**src/shared/prc_pkg.sv**
```systemverilog
package prc_pkg;

	// ==========================================================
	// Widths
	localparam int unsigned AddrW = 4;
	localparam int unsigned DataW = 8;
	localparam int unsigned CountW = 4;
	localparam int unsigned HighW = 3;

	// ==========================================================
	// Register offsets
	localparam logic [AddrW-1:0] RegCtrl = 4'h0;
	localparam logic [AddrW-1:0] RegPulse = 4'h1;
	localparam logic [AddrW-1:0] RegStatus = 4'h2;

	// ==========================================================
	// Control register fields
	localparam int unsigned CtrlBinaryBit = 0;
	localparam int unsigned CtrlCascadeBit = 1;
	localparam int unsigned CtrlClearBit = 2;
	localparam logic [2:0] CtrlReset = 3'h0;

	// ==========================================================
	// Pulse register fields (write only, self clearing)
	localparam int unsigned PulseLowBit = 0;
	localparam int unsigned PulseHighBit = 1;

	// ==========================================================
	// Status register fields
	localparam int unsigned StatCountLsb = 0;
	localparam int unsigned StatLoadBit = 4;
	localparam int unsigned StatClearBit = 5;
	localparam int unsigned StatWrapBit = 6;

	// ==========================================================
	// Reset values and last states of the upper stage
	localparam logic [CountW-1:0] CountReset = 4'h0;
	localparam logic [DataW-1:0] RdDataReset = 8'h00;
	localparam logic [HighW-1:0] DecadeHighLast = 3'h4;
	localparam logic [HighW-1:0] BinaryHighLast = 3'h7;

	// ==========================================================
	// Upper stage variant, chosen at run time by the control register
	typedef enum logic [0:0] {
		PRC_DECADE = 1'b0,
		PRC_BINARY = 1'b1
	} prc_variant_e;

	// ==========================================================
	// Stage action, in priority order
	typedef enum logic [1:0] {
		PRC_ACT_CLEAR = 2'b00,
		PRC_ACT_LOAD = 2'b01,
		PRC_ACT_COUNT = 2'b10,
		PRC_ACT_HOLD = 2'b11
	} prc_action_e;

endpackage

```
**src/logic/prc_fall_detect.sv**
```systemverilog
`timescale 1ns/10ps

module prc_fall_detect (
	input wire logic clk, // System clock
	input wire logic reset, // Synchronous reset, active high
	input wire logic clkEn, // Clock enable
	input wire logic sigIn, // Stage clock level, synchronous
	output logic fallPulse // One-cycle pulse on a high-to-low step
);

	logic prev_q;

	// ==========================================================
	// Previous level; starts low so reset never fakes an edge
	always_ff @(posedge clk) begin
		if (reset) begin
			prev_q <= 1'b0;
		end else if (clkEn) begin
			prev_q <= sigIn;
		end
	end

	assign fallPulse = clkEn & prev_q & ~sigIn;

endmodule

```
**src/logic/prc_counter_latch.sv**
```systemverilog
`timescale 1ns/10ps


module prc_counter_latch
	import prc_pkg::*;
(
	input wire logic clk, // System clock, 20 MHz
	input wire logic reset, // Synchronous reset, active high
	input wire logic clkEn, // Clock enable, freezes all state when low
	input wire logic countClkLow, // Count clock of the divide-by-two stage
	input wire logic countClkHigh, // Count clock of the upper stage
	input wire logic loadN, // Parallel load strobe, active low
	input wire logic clearN, // Clear, active low
	input wire logic [prc_pkg::CountW-1:0] presetData, // Preset value
	output logic [prc_pkg::CountW-1:0] countOut, // Counter outputs, bit 0 = low stage
	input wire logic [prc_pkg::AddrW-1:0] regAddr, // Register address
	input wire logic [prc_pkg::DataW-1:0] regWrData, // Register write data
	input wire logic regWr, // Register write strobe
	input wire logic regRd, // Register read strobe
	output logic [prc_pkg::DataW-1:0] regRdData // Read data, cycle after strobe
);

	import prc_pkg::*;

	// ==========================================================
	// Declarations
	logic [2:0] ctrl_q;
	logic lowBit_q;
	logic lowBit_d;
	logic [HighW-1:0] high_q;
	logic [HighW-1:0] high_d;
	logic wrap_q;
	logic [DataW-1:0] rdData_q;
	logic [1:0] stageClk;
	logic [1:0] stageFall;
	logic pulseLow;
	logic pulseHigh;
	logic stepLow;
	logic stepHigh;
	logic cascadeFall;
	logic clearReq;
	logic loadReq;
	logic highWraps;
	prc_variant_e variant;
	prc_action_e lowAct;
	prc_action_e highAct;
	logic [DataW-1:0] statusWord;

	// ==========================================================
	// Helpers
	function automatic logic regHit(input logic [AddrW-1:0] addr,
			input logic [AddrW-1:0] offset);
		regHit = (addr == offset);
	endfunction

	function automatic prc_action_e pickAction(input logic clr, input logic ld,
			input logic step);
		if (clr) begin
			pickAction = PRC_ACT_CLEAR;
		end else if (ld) begin
			pickAction = PRC_ACT_LOAD;
		end else if (step) begin
			pickAction = PRC_ACT_COUNT;
		end else begin
			pickAction = PRC_ACT_HOLD;
		end
	endfunction

	// ==========================================================
	// Falling-edge detection of both stage clocks
	assign stageClk = {countClkHigh, countClkLow};

	genvar gi;
	generate
		for (gi = 0; gi < 2; gi++) begin : g_fall
			prc_fall_detect u_fall (
				.clk(clk),
				.reset(reset),
				.clkEn(clkEn),
				.sigIn(stageClk[gi]),
				.fallPulse(stageFall[gi])
			);
		end
	endgenerate

	// ==========================================================
	// Control decode
	assign variant = prc_variant_e'(ctrl_q[CtrlBinaryBit]);
	assign clearReq = ~clearN | ctrl_q[CtrlClearBit];
	assign loadReq = ~loadN;

	assign pulseLow = clkEn & regWr & regHit(regAddr, RegPulse) & regWrData[PulseLowBit];
	assign pulseHigh = clkEn & regWr & regHit(regAddr, RegPulse) & regWrData[PulseHighBit];

	// Internal cascade: the low output stepping 1 to 0 clocks the upper stage
	assign cascadeFall = ctrl_q[CtrlCascadeBit] & stepLow & lowBit_q;

	assign stepLow = stageFall[0] | pulseLow;
	assign stepHigh = stageFall[1] | pulseHigh | cascadeFall;

	assign lowAct = pickAction(clearReq, loadReq, stepLow);
	assign highAct = pickAction(clearReq, loadReq, stepHigh);

	// ==========================================================
	// Upper stage wrap point: five states for decade, eight for binary
	always_comb begin
		unique case (variant)
			PRC_DECADE: highWraps = (high_q >= DecadeHighLast);
			PRC_BINARY: highWraps = (high_q == BinaryHighLast);
		endcase
	end

	// ==========================================================
	// Next values of the two stages
	always_comb begin
		unique case (lowAct)
			PRC_ACT_CLEAR: lowBit_d = 1'b0;
			PRC_ACT_LOAD: lowBit_d = presetData[0];
			PRC_ACT_COUNT: lowBit_d = ~lowBit_q;
			PRC_ACT_HOLD: lowBit_d = lowBit_q;
		endcase
	end

	always_comb begin
		unique case (highAct)
			PRC_ACT_CLEAR: high_d = '0;
			PRC_ACT_LOAD: high_d = presetData[CountW-1:1];
			PRC_ACT_COUNT: begin
				if (highWraps) begin
					high_d = '0;
				end else begin
					high_d = HighW'(high_q + 3'h1);
				end
			end
			PRC_ACT_HOLD: high_d = high_q;
		endcase
	end

	// ==========================================================
	// Stage registers
	always_ff @(posedge clk) begin
		if (reset) begin
			lowBit_q <= CountReset[0];
		end else if (clkEn) begin
			lowBit_q <= lowBit_d;
		end
	end

	always_ff @(posedge clk) begin
		if (reset) begin
			high_q <= CountReset[CountW-1:1];
		end else if (clkEn) begin
			high_q <= high_d;
		end
	end

	assign countOut = {high_q, lowBit_q};

	// ==========================================================
	// Control register
	always_ff @(posedge clk) begin
		if (reset) begin
			ctrl_q <= CtrlReset;
		end else if (clkEn && regWr && regHit(regAddr, RegCtrl)) begin
			ctrl_q <= regWrData[2:0];
		end
	end

	// ==========================================================
	// Sticky wrap flag: set on an upper-stage wrap, write one to clear;
	// a wrap in the clearing cycle wins
	always_ff @(posedge clk) begin
		if (reset) begin
			wrap_q <= 1'b0;
		end else if (clkEn) begin
			if (highAct == PRC_ACT_COUNT && highWraps) begin
				wrap_q <= 1'b1;
			end else if (regWr && regHit(regAddr, RegStatus) && regWrData[StatWrapBit]) begin
				wrap_q <= 1'b0;
			end
		end
	end

	// ==========================================================
	// Read path
	always_comb begin
		statusWord = '0;
		statusWord[StatCountLsb +: CountW] = {high_q, lowBit_q};
		statusWord[StatLoadBit] = loadReq;
		statusWord[StatClearBit] = clearReq;
		statusWord[StatWrapBit] = wrap_q;
	end

	always_ff @(posedge clk) begin
		if (reset) begin
			rdData_q <= RdDataReset;
		end else if (clkEn) begin
			if (regRd && regHit(regAddr, RegCtrl)) begin
				rdData_q <= {5'h00, ctrl_q};
			end else if (regRd && regHit(regAddr, RegStatus)) begin
				rdData_q <= statusWord;
			end else begin
				rdData_q <= RdDataReset;
			end
		end
	end

	assign regRdData = rdData_q;

endmodule

```
**config.mk**
```make
export PLATFORM = sky130hd
export DESIGN_NAME = prc_counter_latch
export DESIGN_NICKNAME = d
export VERILOG_FILES = /design/src/shared/prc_pkg.sv /design/src/logic/prc_fall_detect.sv /design/src/logic/prc_counter_latch.sv
export SDC_FILE = /design/constraint.sdc
export NUM_CORES = 1
export LEC_CHECK = 0
export ABC_AREA = 1
export BUFFER_PORTS_ARGS = -buffer_cell sky130_fd_sc_hd__buf_2
export CELL_PAD_IN_SITES_DETAIL_PLACEMENT = 0
export CELL_PAD_IN_SITES_GLOBAL_PLACEMENT = 1
export CORE_MARGIN = 3
export CORE_UTILIZATION = 33
export DETAILED_ROUTE_END_ITERATION = 8
export GPL_TIMING_DRIVEN = 0
export PLACE_DENSITY_LB_ADDON = 0.1
export REMOVE_ABC_BUFFERS = 1
export SLEW_MARGIN = 20
export SYNTH_ARGS = -nofsm -noshare
export SYNTH_HDL_FRONTEND = slang
export SYNTH_SLANG_ARGS = --single-unit
```
**constraint.sdc**
```tcl
create_clock -name clk -period 2.35 [get_ports clk]
set_clock_uncertainty 0.15 [all_clocks]
set_input_delay 0.47 -clock clk [delete_from_list [all_inputs] [get_ports clk]]
set_output_delay 0.47 -clock clk [all_outputs]
set_load 0.1 [all_outputs]
```
==> results.tsv, run 1 <==
stage	metric	value	unit
outcome	status	finished clean	
logic_synthesis	Mapped Cells	147	
sta	hold slack	0.302	ns
sta	Final setup viols	0	
global_route	global-route wire length before repair	3.88	mm
logic_synthesis	share of the synthesized area in the top cell type	33.7	%
route	DR vias/cell	4.69	
clock_tree	# clock sinks	17	
logic_synthesis	synth cell count leaders	32 x nand2_1, 19 x inv_1, 18 x nor2_1	
worst_setup_path	Worst Reg-to-Reg Cells	8	
floorplanning	Cell Rows	19	
global_route	vias in the first global route	909	
finish	final net count	212	
sta	Hold Vio Cnt, Final	0	
floorplanning	Core ar.	0.00283	sq mm
place	gp weighted congestion	0.736	
worst_setup_path	CP top delay family	simple AND/OR/NAND/NOR gates	
clock_tree	Reg clk slew, reported paths	0.11	ns
floorplanning	Die Ht	61.3	microns
worst_setup_path	CP bufs+invs	2	
finish	final core utilization	42.3	%
power	Peak VDD IR	0.318	mV
worst_setup_path	WP data required	2.44	ns
worst_setup_path	critical path startpoint	clkEn	
logic_synthesis	count of cell types in the netlist	21	
logic_synthesis	sequential area share after synthesis	33.7	%
clock_tree	number of buffers added for setup after CTS	0	
clock_tree	Clock Latency Late Sink	0.29	ns
worst_setup_path	worst-path maximum fanout	19	
worst_setup_path	Worst path depth	13	
sta	RSZ-0062 raised after global routing	no	
sta	period utilisation layout	88.0	%
logic_synthesis	Ys Warns	0	
route	starting DRC count in detailed routing	29	
worst_setup_path	critical path, cell by cell	buf_2, nand2_1, inv_1, nand4_1, nand2_1, nand2_1, nor2_1, nor2_1, ha_1, or2_4, nor2_4, nand2_1, a21oi_1	
logic_synthesis	post-synthesis cell area	0.00101	sq mm
finish	FILL cells	330	
global_route	antenna violations before repair	0	
route	drt pass-1 iters	4	
finish	share of cells above drive strength 1	22.6	%
clock_tree	H-tree depth	1	
floorplanning	die width	61.3	microns
clock_tree	root buffer cell	clkbuf_4	
worst_setup_path	CP max stage cell	buf_2	
route	ANT nets after route	0	
worst_setup_path	most used cell, CP	nand2_1	
logic_synthesis	Syn Area/Cell	6.87	sq um
sta	count of pins over their slew limit	0	
finish	# diodes	0	
worst_setup_path	slowest stage delay, CP	0.29	ns
sta	fin crit period	2.07	ns
worst_setup_path	r2r setup slk	0.63	ns
place	port bufs	31	
worst_setup_path	Crit. End Element	flop	
route	Vias	976	
logic_synthesis	Yosys reg bits	17	
worst_setup_path	critical path class	primary input to flop	
floorplanning	die footprint	0.00376	sq mm
route	routed len/inst	11.4	microns
floorplanning	IO Pins	37	
logic_synthesis	number of synthesized flops with an enable pin	0	
worst_setup_path	Worst R2R Start	ctrl_q[2]	
hold_path	Hold Path Class	primary input to flop	
sta	Max Fclk	0.484	GHz
clock_tree	CTS tree	yes	
route	drt drc	0	
logic_synthesis	count leader, synth	nand2_1	
job	Max Cap Viol	0	
global_route	total track usage	14.2	%
sta	slack of the critical path	0.282	ns
clock_tree	PostCTS Resize Cnt	0	
logic_synthesis	fraction of registers with async set/reset	0	%
logic_synthesis	Area contributors post-synth	dfxtp_1 34%, nand2_1 12%, ha_1 11%, o21ai_0 8.4%, inv_1 7.1%	
global_route	largest net degree at the start of global routing	20	
worst_setup_path	Critical Path Sink	high_q[0]	
hold_path	hold path depth	3	
logic_synthesis	largest area contributor in the netlist	dfxtp_1	
clock_tree	CTS buffer count	3	
worst_setup_path	Data arrival, critical path	2.16	ns
floorplanning	Starting Density	35.7	%
logic_synthesis	Most used DFF post-synth	dfxtp_1	
clock_tree	clock buffer depth	2	
place	Setup Slack @ Placement	-0.0381	ns
route	DRT Wirelength	2.38	mm
power	Power Dens Cells	529	mW/mm^2
place	DPL Wire Length	1.87	mm
worst_setup_path	R2R Path End	lowBit_q	
global_route	global route overflow	0	
clock_tree	hold_buf cts	0	
worst_setup_path	CP startpoint kind	primary input	
power	leakage	0.610	nW
finish	area growth from synthesis to layout	18.5	%
[final cells by class]
class	count	area [sq um]	area share (%)
Clock inverter	1	5.00	0.418
Multi-Input combinational cell	105	557	46.5
Clock buffer	3	22.5	1.88
Timing Repair Buffer	31	155	13.0
Sequential cell	17	340	28.5
Inverter	20	77.6	6.49
Tap cell	31	38.8	3.24
[routing by layer]
layer / vias up / wire, microns / global-route usage (%)
met1: 426 / 1150 / 18.5
met5: - / 0 / 0
met4: 0 / 16 / 4.02
met2: 20 / 1110 / 22.8
li1: 528 / - / -
met3: 2 / 107 / 3.98
[metrics by stage]
stage	instances	total power, mW	instance area, sq um	TNS (ns)
global placement	204	0.473	1170	-0.0356
global route	208	0.676	1200	0
floorplan	142	0.430	975	0
detailed placement	204	0.475	1170	-0.0885
CTS	208	0.643	1200	0
finish	208	0.633	1200	0
[layout by cell type (no fill, tap or decap)]
cell      synthesis  layout
nand2_1          32      32
buf_2             1      31
inv_1            19      19
nor2_1           18      18
o21ai_0          17      17
dfxtp_1          17      17
a21oi_1          12      12
ha_1              9       9
nand4_1           4       4
nand3_1           4       4
nor3_1            3       3
clkbuf_4          0       3
nor2_2            1       1
inv_4             1       1
or2_4             1       1
nor2_4            1       1
nand4_2           1       1
a22o_1            1       1
conb_1            1       1
clkinv_2          0       1
[kinds of logic (layout without fill, tap and decap cells)]
kind of cell / count (synthesis) / count (layout) / share of synthesized area [%]
flip-flops: 17 / 17 / 33.7
other: 1 / 1 / 0.371
AND/OR/NAND/NOR: 65 / 65 / 28.4
buffers and inverters: 25 / 55 / 11.2
adder cells (fa/ha/maj): 9 / 9 / 11.2
AO/OA/AOI/OAI: 30 / 30 / 15.2
[report_power, final]
group	switching, mW	internal, mW
Clock	0.102	0.0634
Sequential	0.00614	0.299
Combinational	0.121	0.0415
Total	0.229	0.404
[sequential cells by signal, indices dropped and copies added (netlist names)]
register / cells
high_q: 3
ctrl_q: 3
lowBit_q: 1
wrap_q: 1
regRdData: 7
g_fall.u_fall.prev_q: 2
[worst min-delay path by stage]
stage / start / end / slack (ns)
floorplan: wrap_q / wrap_q / 0.28
global placement: wrap_q / wrap_q / 0.31
detailed placement: wrap_q / wrap_q / 0.31
CTS: countClkHigh / g_fall[1].u_fall.prev_q / 0.28
global route: regWrData[2] / ctrl_q[2] / 0.30
finish: countClkHigh / g_fall[1].u_fall.prev_q / 0.30
[worst reg2reg max path: cells and delay by family (launching register included)]
kind	cells	cell delay, ns
simple gates	3	0.47
flops	1	0.31
compound gates	2	0.26
buf+inv	2	0.21
fa+ha+maj	1	0.21
Note: power is estimated with default switching activity, not from simulation.
==> run 2: changes to the inputs <==
--- a/config.mk
+++ b/config.mk
@@ -6,15 +6,16 @@
 export NUM_CORES = 1
 export LEC_CHECK = 0
 export ABC_AREA = 1
-export BUFFER_PORTS_ARGS = -buffer_cell sky130_fd_sc_hd__buf_2
-export CELL_PAD_IN_SITES_DETAIL_PLACEMENT = 0
-export CELL_PAD_IN_SITES_GLOBAL_PLACEMENT = 1
+export BUFFER_PORTS_ARGS = -buffer_cell sky130_fd_sc_hd__clkbuf_2
+export CELL_PAD_IN_SITES_DETAIL_PLACEMENT = 2
+export CELL_PAD_IN_SITES_GLOBAL_PLACEMENT = 2
 export CORE_MARGIN = 3
-export CORE_UTILIZATION = 33
+export CORE_UTILIZATION = 25
 export DETAILED_ROUTE_END_ITERATION = 8
 export GPL_TIMING_DRIVEN = 0
 export PLACE_DENSITY_LB_ADDON = 0.1
 export REMOVE_ABC_BUFFERS = 1
+export SKIP_LAST_GASP = 1
 export SLEW_MARGIN = 20
 export SYNTH_ARGS = -nofsm -noshare
 export SYNTH_HDL_FRONTEND = slang
==> run 2 against run 1 <==
Effect of this change: maximum frequency decreased by 1.8%; critical path type unchanged; critical path depth did not move; die area rose by 29%; sequential share of layout area down 0.95 points; sequential cell count unchanged; critical endpoint is now high_q[1]; sequential power barely moved; routed wire length rose by 25%; combinational power is 2% higher.
==> results.tsv, run 2 (synthesis results as in run 1) <==
stage	metric	value	unit	change
global_route	largest net degree at the start of global routing	20		unchanged
finish	area growth from synthesis to layout	22.6	%	
worst_setup_path	WP data required	2.38	ns	-0.06 ns
sta	RSZ-0062 raised after global routing	no		
power	Power Dens Cells	562	mW/mm^2	+6.3%
power	Peak VDD IR	0.172	mV	-46%
outcome	status	finished clean		
worst_setup_path	CP top delay family	simple AND/OR/NAND/NOR gates		
power	leakage	0.612	nW	+0.34%
route	starting DRC count in detailed routing	23		-21%
route	drt drc	0		unchanged
floorplanning	Starting Density	26.8	%	-8.9 points
worst_setup_path	CP startpoint kind	primary input		
worst_setup_path	CP bufs+invs	2		unchanged
clock_tree	CTS tree	yes		
worst_setup_path	critical path, cell by cell	clkbuf_4, nand2_1, inv_1, nand4_1, nand2_1, nand2_1, nor2_1, nor2_1, ha_1, or2_4, nor2_4, nand2_1, a21oi_1		
route	routed len/inst	13.3	microns	+16%
sta	Final setup viols	0		unchanged
clock_tree	Clock Latency Late Sink	0.25	ns	-0.04 ns
finish	final instance area	0.00124	sq mm	+3.5%
route	Vias	1021		+4.6%
finish	max FFs per register	7		unchanged
floorplanning	IO Pins	37		unchanged
route	DR vias/cell	4.54		-3.3%
finish	final net count	212		unchanged
place	gp weighted congestion	0.716		-2.7%
global_route	total track usage	13.0	%	-1.2 points
job	Max Cap Viol	0		unchanged
place	Setup Slack @ Placement	-0.169	ns	-0.131 ns
sta	Max Fclk	0.475	GHz	-1.8%
worst_setup_path	critical path class	primary input to flop		
route	ANT nets after route	0		unchanged
floorplanning	Die Ht	69.6	microns	+13%
finish	final core utilization	32.8	%	-9.5 points
finish	commonest non-fill, non-tap cell in the layout	nand2_1		
global_route	global route overflow	0		unchanged
place	DPL Wire Length	2.44	mm	+30%
power	Final Power	696	uW	+9.9%
place	port bufs	31		unchanged
clock_tree	# clock sinks	17		unchanged
clock_tree	hold_buf cts	0		unchanged
global_route	antenna violations before repair	0		unchanged
worst_setup_path	slowest stage delay, CP	0.28	ns	about the same
hold_path	Hold Path Class	flop to flop		
place	placed instance area	0.00119	sq mm	+1.8%
worst_setup_path	Data arrival, critical path	2.14	ns	-0.02 ns
sta	Slew @ Worst Pin	0.551	ns	
finish	FILL cells	478		+45%
clock_tree	Reg clk slew, reported paths	0.07	ns	-0.04 ns
sta	fin crit period	2.11	ns	+0.0379 ns
route	DRT Wirelength	2.98	mm	+25%
worst_setup_path	worst-path maximum fanout	19		unchanged
sta	Final TNS setup	0	ns	unchanged
sta	Rel. slew slack	63.4	%	
clock_tree	clock buffer depth	2		unchanged
finish	share of cells above drive strength 1	22.0	%	-0.56 points
global_route	global-route wire length before repair	5.04	mm	+30%
route	drt pass-1 iters	3		-1
worst_setup_path	Crit. End Element	flop		
sta	period utilisation layout	89.6	%	+1.6 points
floorplanning	die width	69.6	microns	+13%
clock_tree	root buffer cell	clkbuf_8		
global_route	vias in the first global route	1089		+20%
finish	# diodes	0		unchanged
worst_setup_path	CP max stage cell	or2_4		
sta	Hold Vio Cnt, Final	0		unchanged
worst_setup_path	most used cell, CP	nand2_1		
floorplanning	Core ar.	0.00377	sq mm	+33%
sta	count of pins over their slew limit	0		unchanged
floorplanning	die footprint	0.00484	sq mm	+29%
finish	commonest non-fill, non-tap cells in the layout	32 x nand2_1, 30 x clkbuf_2, 19 x inv_1		
floorplanning	Cell Rows	22		+3
sta	slack of the critical path	0.245	ns	-0.0379 ns
clock_tree	H-tree depth	1		unchanged
clock_tree	CTS buffer count	3		unchanged
## run 2: cell count changes in the layout (fill, tap and decap cells not counted), sizes merged
cell / change
buf: -31
clkbuf: +32
clkinv: -1
## run 2: path summary, 6_finish.rpt
kind / from / end / slack, ns / depth (start not counted)
setup / recovery: clkEn / high_q[1] / 0.24 / 13
hold / removal: wrap_q / wrap_q / 0.34 / 2
setup reg to reg: ctrl_q[2] / high_q[1] / 0.57 / 8
hold reg to reg: wrap_q / wrap_q / 0.34 / 2
## run 2: per-layer routing
metal | GRT usage, % | wire (microns)
met1 | 16.2 | 1390
met2 | 21.9 | 1450
met3 | 2.17 | 111
met5 | 0 | 0
met4 | 5.21 | 23
## run 2: stage by stage
stage	hold WS (ns)	cells
6_report	0.335	225
5_1_grt	0.354	225
4_1_cts	0.336	225
3_5_place_dp	0.324	221
3_3_place_gp	0.313	221
2_1_floorplan	0.284	142
## run 2: worst min-delay path: stages (launching register included)
cell and delay, ns:
dfxtp_1 0.32, nand2_1 0.07, a21oi_1 0.05
## run 2: layout make-up
class	count	area, sq um	share of cell area [%]
well taps	48	60.1	4.85
flip-flops and latches	17	340	27.5
clock buffers	4	45.0	3.64
multi-input cells	105	557	45.0
repair buffers	31	158	12.7
inverters	20	77.6	6.27
## run 2: what timing repair did
action,4_1_cts,5_1_grt
endpoints found under the setup margin,0,3
resized for setup,0,2
buffers inserted,0,0
## run 2: power breakdown
group | internal [mW] | switching, mW | leakage [nW]
logic | 0.0418 | 0.125 | 0.451
clock network | 0.120 | 0.103 | 0.0228
registers | 0.299 | 0.00671 | 0.139
total | 0.461 | 0.235 | 0.612
==> run 3: changes to the inputs <==
--- a/config.mk
+++ b/config.mk
@@ -13,7 +13,7 @@
 export CORE_UTILIZATION = 25
 export DETAILED_ROUTE_END_ITERATION = 8
 export GPL_TIMING_DRIVEN = 0
-export PLACE_DENSITY_LB_ADDON = 0.1
+export PLACE_DENSITY_LB_ADDON = 0.3
 export REMOVE_ABC_BUFFERS = 1
 export SKIP_LAST_GASP = 1
 export SLEW_MARGIN = 20
==> run 3 against run 2 <==
Effect of this change: clock power increased by 5%; setup slack got worse by 0.0097 ns; sequential power about the same; via count increased by 3.6%; register-to-register slack got worse by 0.07 ns; worst hold slack got worse by 0.018 ns; power increased by 1.7%; design area increased by 0.30%; sequential cell count unchanged; combinational power about the same; largest power group unchanged; highest routed layer unchanged.
==> results.tsv, run 3 (synthesis results as in run 1) <==
stage	metric	value	unit	change
floorplanning	die width	69.6	microns	unchanged
sta	Hold Vio Cnt, Final	0		unchanged
global_route	busiest grt layer	met2		
global_route	global-route wire length before repair	5.05	mm	+0.14%
clock_tree	H-tree depth	1		unchanged
floorplanning	IO Pins	37		unchanged
global_route	met2 usage	24.2	%	+2.2 points
worst_setup_path	WP data required	2.38	ns	about the same
power	Peak VDD IR	0.175	mV	+1.4%
finish	share of cells above drive strength 1	22.6	%	+0.56 points
route	routed len/inst	13.6	microns	+2.9%
floorplanning	Starting Density	26.8	%	unchanged
clock_tree	CTS buffer count	3		unchanged
sta	fin crit period	2.12	ns	+0.00972 ns
clock_tree	number of buffers added for setup after CTS	0		unchanged
place	gp weighted congestion	0.837		+17%
route	ANT nets after route	0		unchanged
power	leakage	0.611	nW	-0.17%
hold_path	Hold Path Class	flop to flop		
floorplanning	Cell Rows	22		unchanged
finish	commonest non-fill, non-tap cells in the layout	32 x nand2_1, 30 x clkbuf_2, 19 x inv_1		
floorplanning	die footprint	0.00484	sq mm	unchanged
sta	RSZ-0062 raised after global routing	no		
place	DPL Wire Length	2.51	mm	+2.8%
outcome	status	finished clean		
route	drt drc	0		unchanged
floorplanning	Core ar.	0.00377	sq mm	unchanged
route	drt pass-1 iters	2		-1
sta	Slew @ Worst Pin	0.540	ns	-0.0111 ns
finish	# diodes	0		unchanged
hold_path	hold-critical path endpoint	wrap_q		
clock_tree	CTS tree	yes		
clock_tree	Clock Latency Late Sink	0.26	ns	about the same
sta	Max Fclk	0.473	GHz	-0.46%
global_route	antenna violations before repair	0		unchanged
finish	final core utilization	32.9	%	+0.10 points
finish	final net count	212		unchanged
clock_tree	# clock sinks	17		unchanged
worst_setup_path	Worst R2R Start	ctrl_q[2]		
worst_setup_path	R2R Path End	high_q[2]		
global_route	global route overflow	0		unchanged
route	DRT Wirelength	3.07	mm	+2.9%
route	starting DRC count in detailed routing	14		-39%
hold_path	hold path start	wrap_q		
worst_setup_path	worst-path maximum fanout	19		unchanged
clock_tree	Reg clk slew, reported paths	0.08	ns	about the same
worst_setup_path	Data arrival, critical path	2.15	ns	about the same
job	Max Cap Viol	0		unchanged
global_route	grt met3 use	3.33	%	+1.2 points
clock_tree	root buffer cell	clkbuf_8		
worst_setup_path	CP startpoint kind	primary input		
global_route	vias in the first global route	1154		+6.0%
worst_setup_path	critical path class	primary input to flop		
global_route	met1 Use GR	14.2	%	-2.1 points
floorplanning	Die Ht	69.6	microns	unchanged
global_route	total track usage	13.0	%	+0.065 points
clock_tree	clock buffer depth	2		unchanged
worst_setup_path	Worst Reg-to-Reg Cells	8		unchanged
sta	count of pins over their slew limit	0		unchanged
route	Vias	1058		+3.6%
finish	commonest non-fill, non-tap cell in the layout	nand2_1		
worst_setup_path	r2r setup slk	0.50	ns	-0.07 ns
finish	max FFs per register	7		unchanged
finish	area growth from synthesis to layout	22.9	%	
route	DR vias/cell	4.70		+3.6%
place	port bufs	31		unchanged
power	Power Dens Cells	570	mW/mm^2	+1.4%
hold_path	hold path depth	2		unchanged
sta	period utilisation layout	90.0	%	+0.41 points
global_route	largest net degree at the start of global routing	20		unchanged
sta	Rel. slew slack	64.2	%	+0.73 points
worst_setup_path	Crit. End Element	flop		
sta	Final TNS setup	0	ns	unchanged
sta	Final setup viols	0		unchanged
## run 3: changes by cell type in the layout (fill, tap and decap cells not counted), sizes merged
cell and delta:
clkbuf -1, clkinvlp +1
## run 3: worst max-delay path by stage
stage                   from   endpoint  slack [ns]
floorplan           lowBit_q  high_q[2]        0.15
global placement       clkEn  high_q[2]       -0.06
detailed placement     clkEn  high_q[2]       -0.16
CTS                    clkEn  high_q[2]        0.10
global route           clkEn  high_q[2]        0.07
finish                 clkEn  high_q[2]        0.23
## run 3: metal layers
layer	vias up	part of all wire (%)
met3	4	3.7
met5	-	0
met4	0	0.94
met1	505	43
met2	19	52
li1	530	-
## run 3: final cells by class
| class | instances | area, sq um |
|---|---|---|
| clock buffers | 3 | 41.3 |
| multi-input cells | 105 | 557 |
| well taps | 48 | 60.1 |
| fillers | 454 | 2530 |
| flip-flops and latches | 17 | 340 |
| repair buffers | 31 | 158 |
| inverters | 20 | 77.6 |
| clock inverters | 1 | 7.51 |
## run 3: power by group
group | switching, mW | internal [mW]
Clock | 0.116 | 0.120
Combinational | 0.125 | 0.0418
Sequential | 0.00720 | 0.299
Total | 0.248 | 0.460
## run 3: worst max-delay path, cell delays in order
cell      delay (ns)
clkbuf_4        0.25
nand2_1         0.08
inv_1           0.14
nand4_1         0.12
nand2_1         0.10
nand2_1         0.07
nor2_1          0.09
nor2_1          0.06
ha_1            0.20
or2_4           0.28
nor2_4          0.11
nand2_1         0.07
a21oi_1         0.13
## run 3: timing repair
action / CTS / global route
hold buffers: 0 / 0
setup endpoints to repair: 0 / 3
resized for setup: 0 / 2
## run 3: metrics by stage
step	hold slack, ns	setup slack [ns]	cells	instance area, sq um	power, mW
after CTS	0.320	0.102	225	1240	0.719
final	0.317	0.235	225	1240	0.708
after global routing	0.343	0.0740	225	1240	0.747
after global placement	0.311	-0.0570	221	1190	0.474
after detailed placement	0.317	-0.158	221	1190	0.481
after floorplan	0.284	0.153	142	975	0.430
